### src/lir_consts.vh
`ifndef LIR_CONSTS_VH
`define LIR_CONSTS_VH

// Direct register addresses on the special-function bus
`define LIR_SFR_CFG 8'hc9
`define LIR_SFR_DAT 8'hd2
`define LIR_SFR_ADR 8'hd3

// Indirect register indices
`define LIR_IDX_BYTE_FIRST 8'h00
`define LIR_IDX_BYTE_LAST 8'h07
`define LIR_IDX_CTRL 8'h08
`define LIR_IDX_STAT 8'h09
`define LIR_IDX_ERR 8'h0a
`define LIR_IDX_SIZE 8'h0b
`define LIR_IDX_DIV 8'h0c
`define LIR_IDX_MUL 8'h0d
`define LIR_IDX_ID 8'h0e

// Reset values
`define LIR_CFG_RST 8'h60
`define LIR_PTR_RST 8'h00
`define LIR_CTRL_RST 8'h00
`define LIR_SIZE_RST 8'h00
`define LIR_DIV_RST 8'h00
`define LIR_MUL_RST 8'h00
`define LIR_ID_RST 8'h00

// Mode register fields
`define LIR_CFG_EN 7
`define LIR_CFG_MASTER 6
`define LIR_CFG_AUTO_BAUD_SELECT 5
`define LIR_CFG_WMASK 8'he0

// Control register fields
`define LIR_CTRL_STOP 7
`define LIR_CTRL_DTACK 4
`define LIR_CTRL_CLRINT 3
`define LIR_CTRL_CLRERR 2
`define LIR_CTRL_WUPREQ 1
`define LIR_CTRL_STREQ 0
`define LIR_CTRL_STORED 8'h73

// Bits that exist per register and per mode
`define LIR_CTRL_AV_MASTER 8'h2f
`define LIR_CTRL_AV_SLAVE 8'hfe
`define LIR_STAT_AV_MASTER 8'hcf
`define LIR_STAT_AV_SLAVE 8'hff
`define LIR_ERR_AV_MASTER 8'h07
`define LIR_ERR_AV_SLAVE 8'h1f
`define LIR_SIZE_AV 8'h8f
`define LIR_ID_AV 8'h3f
`define LIR_FULL_AV 8'hff

`endif

### src/lir_frame_buf.v
`timescale 1ns/100ps
`default_nettype none

// Frame data bytes; software port wins a same-address write clash
module lir_frame_buf #(
	parameter AW = 3,
	parameter DW = 8
)
(
	input wire i_clk_sys,
	input wire i_nrst,
	input wire i_cpu_we,
	input wire [AW-1:0] i_cpu_waddr,
	input wire [DW-1:0] i_cpu_wdata,
	input wire [AW-1:0] i_cpu_raddr,
	output reg [DW-1:0] o_cpu_rdata,
	input wire i_eng_we,
	input wire [AW-1:0] i_eng_waddr,
	input wire [DW-1:0] i_eng_wdata,
	input wire [AW-1:0] i_eng_raddr,
	output reg [DW-1:0] o_eng_rdata
);

	localparam DEPTH = 1 << AW;

	reg [DW-1:0] mem [0:DEPTH-1];
	integer k;

	always @(posedge i_clk_sys or negedge i_nrst)
	begin
		if (!i_nrst)
		begin
			for (k = 0; k < DEPTH; k = k + 1)
				mem[k] <= {DW{1'b0}};
			o_cpu_rdata <= {DW{1'b0}};
			o_eng_rdata <= {DW{1'b0}};
		end
		else
		begin
			if (i_eng_we)
				mem[i_eng_waddr] <= i_eng_wdata;
			if (i_cpu_we)
				mem[i_cpu_waddr] <= i_cpu_wdata;
			o_cpu_rdata <= mem[i_cpu_raddr];
			o_eng_rdata <= mem[i_eng_raddr];
		end
	end

endmodule

`default_nettype wire

### src/lir_indirect_regs.v
`timescale 1ns/100ps
`default_nettype none
`include "lir_consts.vh"

module lir_indirect_regs #(
	parameter BYTE_AW = 3
)
(
	input wire i_clk_sys,
	input wire i_nrst,
	input wire [7:0] i_sfr_addr,
	input wire [7:0] i_sfr_wdata,
	input wire i_sfr_wr,
	input wire i_sfr_rd,
	output reg [7:0] o_sfr_rdata,
	output reg o_sfr_rvalid,
	output reg o_controller_enable,
	output reg o_master_mode,
	output reg o_auto_baud_select,
	output reg o_auto_baud_active,
	output reg [7:0] o_frame_control,
	output reg o_stop_strobe,
	output reg o_clear_interrupt_strobe,
	output reg o_clear_error_strobe,
	input wire i_streq_done,
	input wire i_dtack_done,
	input wire i_wupreq_done,
	input wire [7:0] i_frame_status,
	input wire [7:0] i_frame_error_flags,
	output reg [7:0] o_frame_length_checksum,
	output reg [7:0] o_baud_divider_low,
	output reg [7:0] o_baud_multiplier_prescale,
	output reg [7:0] o_frame_identifier,
	input wire [BYTE_AW-1:0] i_eng_rd_addr,
	output wire [7:0] o_eng_rd_data,
	input wire i_eng_wr,
	input wire [BYTE_AW-1:0] i_eng_wr_addr,
	input wire [7:0] i_eng_wr_data
);

	// fifteen indexed registers
	// Bits of an indirect register that exist in the given mode
	function [7:0] avail_mask;
		input [7:0] idx;
		input master;
		begin
			case (idx)
				`LIR_IDX_CTRL:
					avail_mask = master ? `LIR_CTRL_AV_MASTER
						: `LIR_CTRL_AV_SLAVE;
				`LIR_IDX_STAT:
					avail_mask = master ? `LIR_STAT_AV_MASTER
						: `LIR_STAT_AV_SLAVE;
				`LIR_IDX_ERR:
					avail_mask = master ? `LIR_ERR_AV_MASTER
						: `LIR_ERR_AV_SLAVE;
				`LIR_IDX_SIZE:
					avail_mask = `LIR_SIZE_AV;
				`LIR_IDX_DIV,
				`LIR_IDX_MUL:
					avail_mask = `LIR_FULL_AV;
				`LIR_IDX_ID:
					avail_mask = `LIR_ID_AV;
				default:
					avail_mask = (idx <= `LIR_IDX_BYTE_LAST) ?
						`LIR_FULL_AV : 8'h00;
			endcase
		end
	endfunction

	// Masked register update: only available bits take new data
	function [7:0] merge;
		input [7:0] old;
		input [7:0] wd;
		input [7:0] mask;
		begin
			merge = (old & ~mask) | (wd & mask);
		end
	endfunction

	reg [7:0] ptr_r;
	reg [7:0] ptr_nxt;
	reg [7:0] cfg_r;
	reg [7:0] cfg_nxt;
	reg [7:0] ctrl_nxt;
	reg [7:0] size_nxt;
	reg [7:0] div_nxt;
	reg [7:0] mul_nxt;
	reg [7:0] id_nxt;
	reg stop_nxt;
	reg clrint_nxt;
	reg clrerr_nxt;
	reg rd_pend_r;
	reg rd_buf_r;
	reg [7:0] rd_misc_r;
	reg [7:0] misc_val;
	reg rd_is_buf;

	wire master;
	wire [7:0] av;
	wire dat_wr;
	wire dat_rd;
	wire idx_is_byte;
	wire buf_we;
	wire [7:0] buf_q;

	assign master = cfg_r[`LIR_CFG_MASTER];
	assign av = avail_mask(ptr_r, master);
	assign dat_wr = i_sfr_wr && (i_sfr_addr == `LIR_SFR_DAT);
	assign dat_rd = i_sfr_rd && (i_sfr_addr == `LIR_SFR_DAT);
	assign idx_is_byte = (ptr_r <= `LIR_IDX_BYTE_LAST);
	assign buf_we = dat_wr && idx_is_byte;

	lir_frame_buf #(
		.AW(BYTE_AW),
		.DW(8)
	) u_buf (
		.i_clk_sys(i_clk_sys),
		.i_nrst(i_nrst),
		.i_cpu_we(buf_we),
		.i_cpu_waddr(ptr_r[BYTE_AW-1:0]),
		.i_cpu_wdata(i_sfr_wdata),
		.i_cpu_raddr(ptr_r[BYTE_AW-1:0]),
		.o_cpu_rdata(buf_q),
		.i_eng_we(i_eng_wr),
		.i_eng_waddr(i_eng_wr_addr),
		.i_eng_wdata(i_eng_wr_data),
		.i_eng_raddr(i_eng_rd_addr),
		.o_eng_rdata(o_eng_rd_data)
	);

	// Direct registers and write side effects
	always @*
	begin
		ptr_nxt = ptr_r;
		cfg_nxt = cfg_r;
		ctrl_nxt = o_frame_control;
		size_nxt = o_frame_length_checksum;
		div_nxt = o_baud_divider_low;
		mul_nxt = o_baud_multiplier_prescale;
		id_nxt = o_frame_identifier;
		stop_nxt = 1'b0;
		clrint_nxt = 1'b0;
		clrerr_nxt = 1'b0;
		// Engine hands back the self-clearing request bits
		if (i_streq_done)
			ctrl_nxt[`LIR_CTRL_STREQ] = 1'b0;
		if (i_dtack_done)
			ctrl_nxt[`LIR_CTRL_DTACK] = 1'b0;
		if (i_wupreq_done)
			ctrl_nxt[`LIR_CTRL_WUPREQ] = 1'b0;
		if (i_sfr_wr && (i_sfr_addr == `LIR_SFR_ADR))
			ptr_nxt = i_sfr_wdata;
		// enable, mode and baud bits; low bits stay zero
		if (i_sfr_wr && (i_sfr_addr == `LIR_SFR_CFG))
			cfg_nxt = i_sfr_wdata & `LIR_CFG_WMASK;
		// store through the data port; unmapped fall to default, nothing stored
		if (dat_wr)
		begin
			case (ptr_r)
				`LIR_IDX_CTRL:
				begin
					// Software set wins over a same-cycle engine clear
					ctrl_nxt = merge(ctrl_nxt, i_sfr_wdata,
						av & `LIR_CTRL_STORED);
					stop_nxt = i_sfr_wdata[`LIR_CTRL_STOP]
						& av[`LIR_CTRL_STOP];
					clrint_nxt = i_sfr_wdata[`LIR_CTRL_CLRINT];
					clrerr_nxt = i_sfr_wdata[`LIR_CTRL_CLRERR];
				end
				`LIR_IDX_SIZE:
					size_nxt = merge(size_nxt, i_sfr_wdata, av);
				`LIR_IDX_DIV:
					div_nxt = merge(div_nxt, i_sfr_wdata, av);
				`LIR_IDX_MUL:
					mul_nxt = merge(mul_nxt, i_sfr_wdata, av);
				`LIR_IDX_ID:
					id_nxt = merge(id_nxt, i_sfr_wdata, av);
				default:
					id_nxt = o_frame_identifier;
			endcase
		end
	end

	// value of the selected register when the read is taken
	always @*
	begin
		rd_is_buf = 1'b0;
		misc_val = 8'h00;
		case (i_sfr_addr)
			`LIR_SFR_ADR:
				misc_val = ptr_r;
			`LIR_SFR_CFG:
				misc_val = cfg_r;
			`LIR_SFR_DAT:
			begin
				rd_is_buf = idx_is_byte;
				case (ptr_r)
					// strobe bits never stored, read zero
					`LIR_IDX_CTRL:
						misc_val = o_frame_control & av;
					`LIR_IDX_STAT:
						misc_val = i_frame_status & av;
					`LIR_IDX_ERR:
						misc_val = i_frame_error_flags & av;
					`LIR_IDX_SIZE:
						misc_val = o_frame_length_checksum & av;
					`LIR_IDX_DIV:
						misc_val = o_baud_divider_low;
					`LIR_IDX_MUL:
						misc_val = o_baud_multiplier_prescale;
					`LIR_IDX_ID:
						misc_val = o_frame_identifier & av;
					// beyond the last index reads zero
					default:
						misc_val = 8'h00;
				endcase
			end
			default:
				misc_val = 8'h00;
		endcase
	end

	always @(posedge i_clk_sys or negedge i_nrst)
	begin
		if (!i_nrst)
		begin
			ptr_r <= `LIR_PTR_RST;
			cfg_r <= `LIR_CFG_RST;
			o_controller_enable <= 1'b0;
			o_master_mode <= 1'b1;
			o_auto_baud_select <= 1'b1;
			o_auto_baud_active <= 1'b0;
			o_frame_control <= `LIR_CTRL_RST;
			o_stop_strobe <= 1'b0;
			o_clear_interrupt_strobe <= 1'b0;
			o_clear_error_strobe <= 1'b0;
			o_frame_length_checksum <= `LIR_SIZE_RST;
			o_baud_divider_low <= `LIR_DIV_RST;
			o_baud_multiplier_prescale <= `LIR_MUL_RST;
			o_frame_identifier <= `LIR_ID_RST;
			rd_pend_r <= 1'b0;
			rd_buf_r <= 1'b0;
			rd_misc_r <= 8'h00;
			o_sfr_rdata <= 8'h00;
			o_sfr_rvalid <= 1'b0;
		end
		else
		begin
			ptr_r <= ptr_nxt;
			cfg_r <= cfg_nxt;
			o_controller_enable <= cfg_nxt[`LIR_CFG_EN];
			o_master_mode <= cfg_nxt[`LIR_CFG_MASTER];
			o_auto_baud_select <= cfg_nxt[`LIR_CFG_AUTO_BAUD_SELECT];
			o_auto_baud_active <= cfg_nxt[`LIR_CFG_AUTO_BAUD_SELECT]
				& ~cfg_nxt[`LIR_CFG_MASTER];
			o_frame_control <= ctrl_nxt;
			o_stop_strobe <= stop_nxt;
			o_clear_interrupt_strobe <= clrint_nxt;
			o_clear_error_strobe <= clrerr_nxt;
			o_frame_length_checksum <= size_nxt;
			o_baud_divider_low <= div_nxt;
			o_baud_multiplier_prescale <= mul_nxt;
			o_frame_identifier <= id_nxt;
			// Two-stage read: buffer byte arrives one edge later
			rd_pend_r <= i_sfr_rd;
			rd_buf_r <= rd_is_buf;
			rd_misc_r <= misc_val;
			o_sfr_rvalid <= rd_pend_r;
			if (rd_pend_r)
				o_sfr_rdata <= rd_buf_r ? buf_q : rd_misc_r;
		end
	end

endmodule

`default_nettype wire

### config.mk
export PLATFORM = sky130hd
export DESIGN_NAME = lir_indirect_regs
export DESIGN_NICKNAME = d
export VERILOG_FILES = /design/src/lir_frame_buf.v /design/src/lir_indirect_regs.v
export VERILOG_INCLUDE_DIRS = /design/src
export SDC_FILE = /design/constraint.sdc
export NUM_CORES = 1
export LEC_CHECK = 0
export BUFFER_PORTS_ARGS = -buffer_cell sky130_fd_sc_hd__buf_2
export CAP_MARGIN = 5
export CORE_UTILIZATION = 30
export CTS_BUF_LIST = sky130_fd_sc_hd__clkbuf_16
export DETAILED_ROUTE_END_ITERATION = 10
export SLEW_MARGIN = 20
export SYNTH_ARGS = -nofsm -noshare
export SYNTH_HDL_FRONTEND = slang
export SYNTH_HIERARCHICAL = 1
export SYNTH_SLANG_ARGS = --single-unit
### constraint.sdc
create_clock -name i_clk_sys -period 2.7 [get_ports i_clk_sys]
set_input_delay 0.675 -clock i_clk_sys [delete_from_list [all_inputs] [get_ports i_clk_sys]]
set_output_delay 0.675 -clock i_clk_sys [all_outputs]
set_load 0.05 [all_outputs]
==> results.toml <==
[sta]
relSlewSlack_pct = 62.4
hold_viol_final = 0
worst_pin_slew_ns = 0.564
rsz0062_at_grt = "false"
hold_slack_ns = 0.200
finalSetupViolations = 0
period_share_pct = 90.4
fin_tns_setup_ns = 0
clock.fmax_mhz = 410
fin_skew_ns = 0.00812
fin_crit_ns = 2.44
maxSlewViolCount = 0
fin_ws_ns = 0.260

[power]
pwr-share-comb_pct = 17.4
seqPwrFrac_pct = 41.7
p_sw_share_pct = 27.0
power.internal_w = 0.00485
peakVddDrop_v = 0.000470
leakage_nw = 4.51
power_w = 0.00664
pwr-share-clk_pct = 41.0
p_per_area_nw_per_um2 = 673
p_switching_w = 0.00180

[layout]
finish.instance_area_um2 = 9870
synthToLayoutAreaGrowth_pct = 21.9
fin_nets = 839
drive_above_1_share_pct = 36.2

[synth]
synth-xor-area-share_pct = 0
synth_edf_count = 0
syn_area_um2 = 8100
yosys_warnings = 6
ys_async_sr_fraction_pct = 100
netlist_top_cells_area = "dfrtp_1 (46%), mux2i_1 (9.4%), mux2_2 (6.7%), mux4_1 (5.2%), mux4_2 (5.0%)"
synth_cell_types = 63
postSynthAreaPerCell_um2 = 11.9
synth_ff_type = "dfrtp_1"
synth_top_area_share_pct = 46.0
yosysMostFrequentCell = "dfrtp_1"
synthAdderAreaFrac_pct = 0
synthTopCellsByCount = "dfrtp_1 (149), mux2i_1 (76), nor2_1 (52)"
synth.mux.area_fraction_pct = 29.2
synth-seq-cells = 151
ys_seq_area_share_pct = 46.7
synth_simple_gate_area_share_pct = 11.4
yosysTopAreaCell = "dfrtp_1"
synthCells = 679
synth_top_family_by_area = "multiplexers"
synth_compound_area_share_pct = 8.27

[setup_path]
end_kind = "flip-flop"
worstReg2RegStart = "ptr_r[5]$_DFFE_PN0P_"
reg2regPathDepth = 6
cp-start-kind = "flip-flop"
reg2reg_slack_ns = 0.26
cp_cell_sequence = "or4_1, nor4_4, nand3_4, nor3b_4, buf_12, mux2_2"
critPathKind = "flip-flop to flip-flop"
cp_data_required_time_ns = 3.01
slowest_stage = "or4_1"
cp_max_fo = 6
cp.arrival_ns = 2.75
max_stage_delay_ns = 0.64

[grt]
grt_first_pass_wirelength_um = 35200
first_global_vias = 5907
track_usage_pct = 16.8
grt.overflow.total = 0
antenna_found_initial = 2
grt_max_degree = 55

[floorplan]
start_util_pct = 30.8
core_um2 = 26300
die_w_um = 166
die-area_um2 = 27700
die_h_um = 166
io_pins = 118
rows = 59

[clock_network]
cts_buffer_depth = 2
clkSinkCount = 151
postCtsSetupRepairBufs = 0
clock_latency_ns = 0.42
cts_inserted_buffers = 17
cts.htree.levels = 4
cts.clk_slew.worst_paths_ns = 0.06
cts_tree = "built"
ctsHoldBuffers = 0
cts-root-buf = "clkbuf_16"

[run_status]
status = "finished with violations"
violations = "design-rule violations"

[routing]
drt_iter0_markers = 561
wl_per_cell_um = 20.1
ant_nets = 0
wirelength_um = 22800
dr.pass1.iters = 8
drc_errors = 8
route.vias.total = 5923
viasPerCell = 5.22

[placement]
dpl-instance-area_um2 = 9190
dp_slack_ns = -0.112
dp_hpwl_um = 15700
io_buffers = 113
gp_congestion = 0.845

[flow_run]
max_cap_viol_count = 0

[hold_path]
hp-class = "input pin to async pin"
==> per-layer routing <==
layer	up-vias	global-route usage (%)	routed length, µm
li1	2714	-	-
met1	2992	21.8	9880
met2	181	27.9	11200
met3	36	3.17	1080
met4	0	6.52	570
met5	-	0	0
==> placed cells by master (no fill, tap or decap), types with 10 or more instances in the layout <==
master       n
buf_2      112
buf_4       29
mux2_2      48
a21oi_1     51
mux4_2      18
mux2i_1     76
buf_12      10
nor2_1      52
mux4_1      16
nand2_1     47
mux2_4      16
o21ai_0     41
dfrtp_1    146
clkbuf_16   17
==> worst max-delay path: cells and delay by family, from the launching register on <==
family	cells	cell delay [ns]
flops	1	0.41
simple gates	4	1.43
mux	1	0.33
buf+inv	1	0.16
==> worst max-delay path by stage <==
stage                    startpoint                       to  cells after the start
2_1_floorplan         i_sfr_addr[2]                flip-flop                      5
6_report       ptr_r[5]$_DFFE_PN0P_                flip-flop                      6
5_1_grt        ptr_r[5]$_DFFE_PN0P_  u_buf/mem[62]$_DFF_PN0_                      8
3_5_place_dp          i_sfr_addr[2]                flip-flop                      7
3_3_place_gp          i_sfr_addr[2]  u_buf/mem[60]$_DFF_PN0_                     10
4_1_cts        ptr_r[5]$_DFFE_PN0P_  u_buf/mem[62]$_DFF_PN0_                      7
==> timing repair <==
item / in CTS / in global routing
resized for setup: 0 / 2
hold endpoints to repair: 0 / 0
endpoints found under the setup margin: 0 / 8
==> logic make-up (layout without fill, tap and decap cells) <==
family	after synthesis	count (layout)
multiplexers	174	174
AND/OR/NAND/NOR	163	163
flip-flops	151	151
AO/OA/AOI/OAI	119	119
buffers and inverters	71	188
other	1	5
==> power by group through the flow <==
stage          Combinational (W)  Clock (W)  Sequential (W)
4_1_cts                  0.00116    0.00278         0.00277
5_1_grt                  0.00124    0.00287         0.00281
6_report                 0.00116    0.00272         0.00277
2_1_floorplan           0.000692          0         0.00290
3_5_place_dp             0.00116          0         0.00280
3_3_place_gp             0.00114          0         0.00279
==> stage by stage <==
stage	utilization, %	std cells
6_report	37.6	1135
4_1_cts	37.5	1133
2_1_floorplan	-	681
3_5_place_dp	35.0	1101
5_1_grt	37.6	1134
3_3_place_gp	35.0	1101
==> final cells by class <==
cell class	instances	area [µm²]
Sequential cell	151	3780
Inverter	4	15.0
Timing Repair Buffer	152	990
Tap cell	335	419
Fill cell	2541	16400
Clock inverter	15	249
Antenna cell	2	5.00
Clock buffer	17	425
Multi-Input combinational cell	459	3980
No activity file was read; power rests on OpenSTA's default activity.
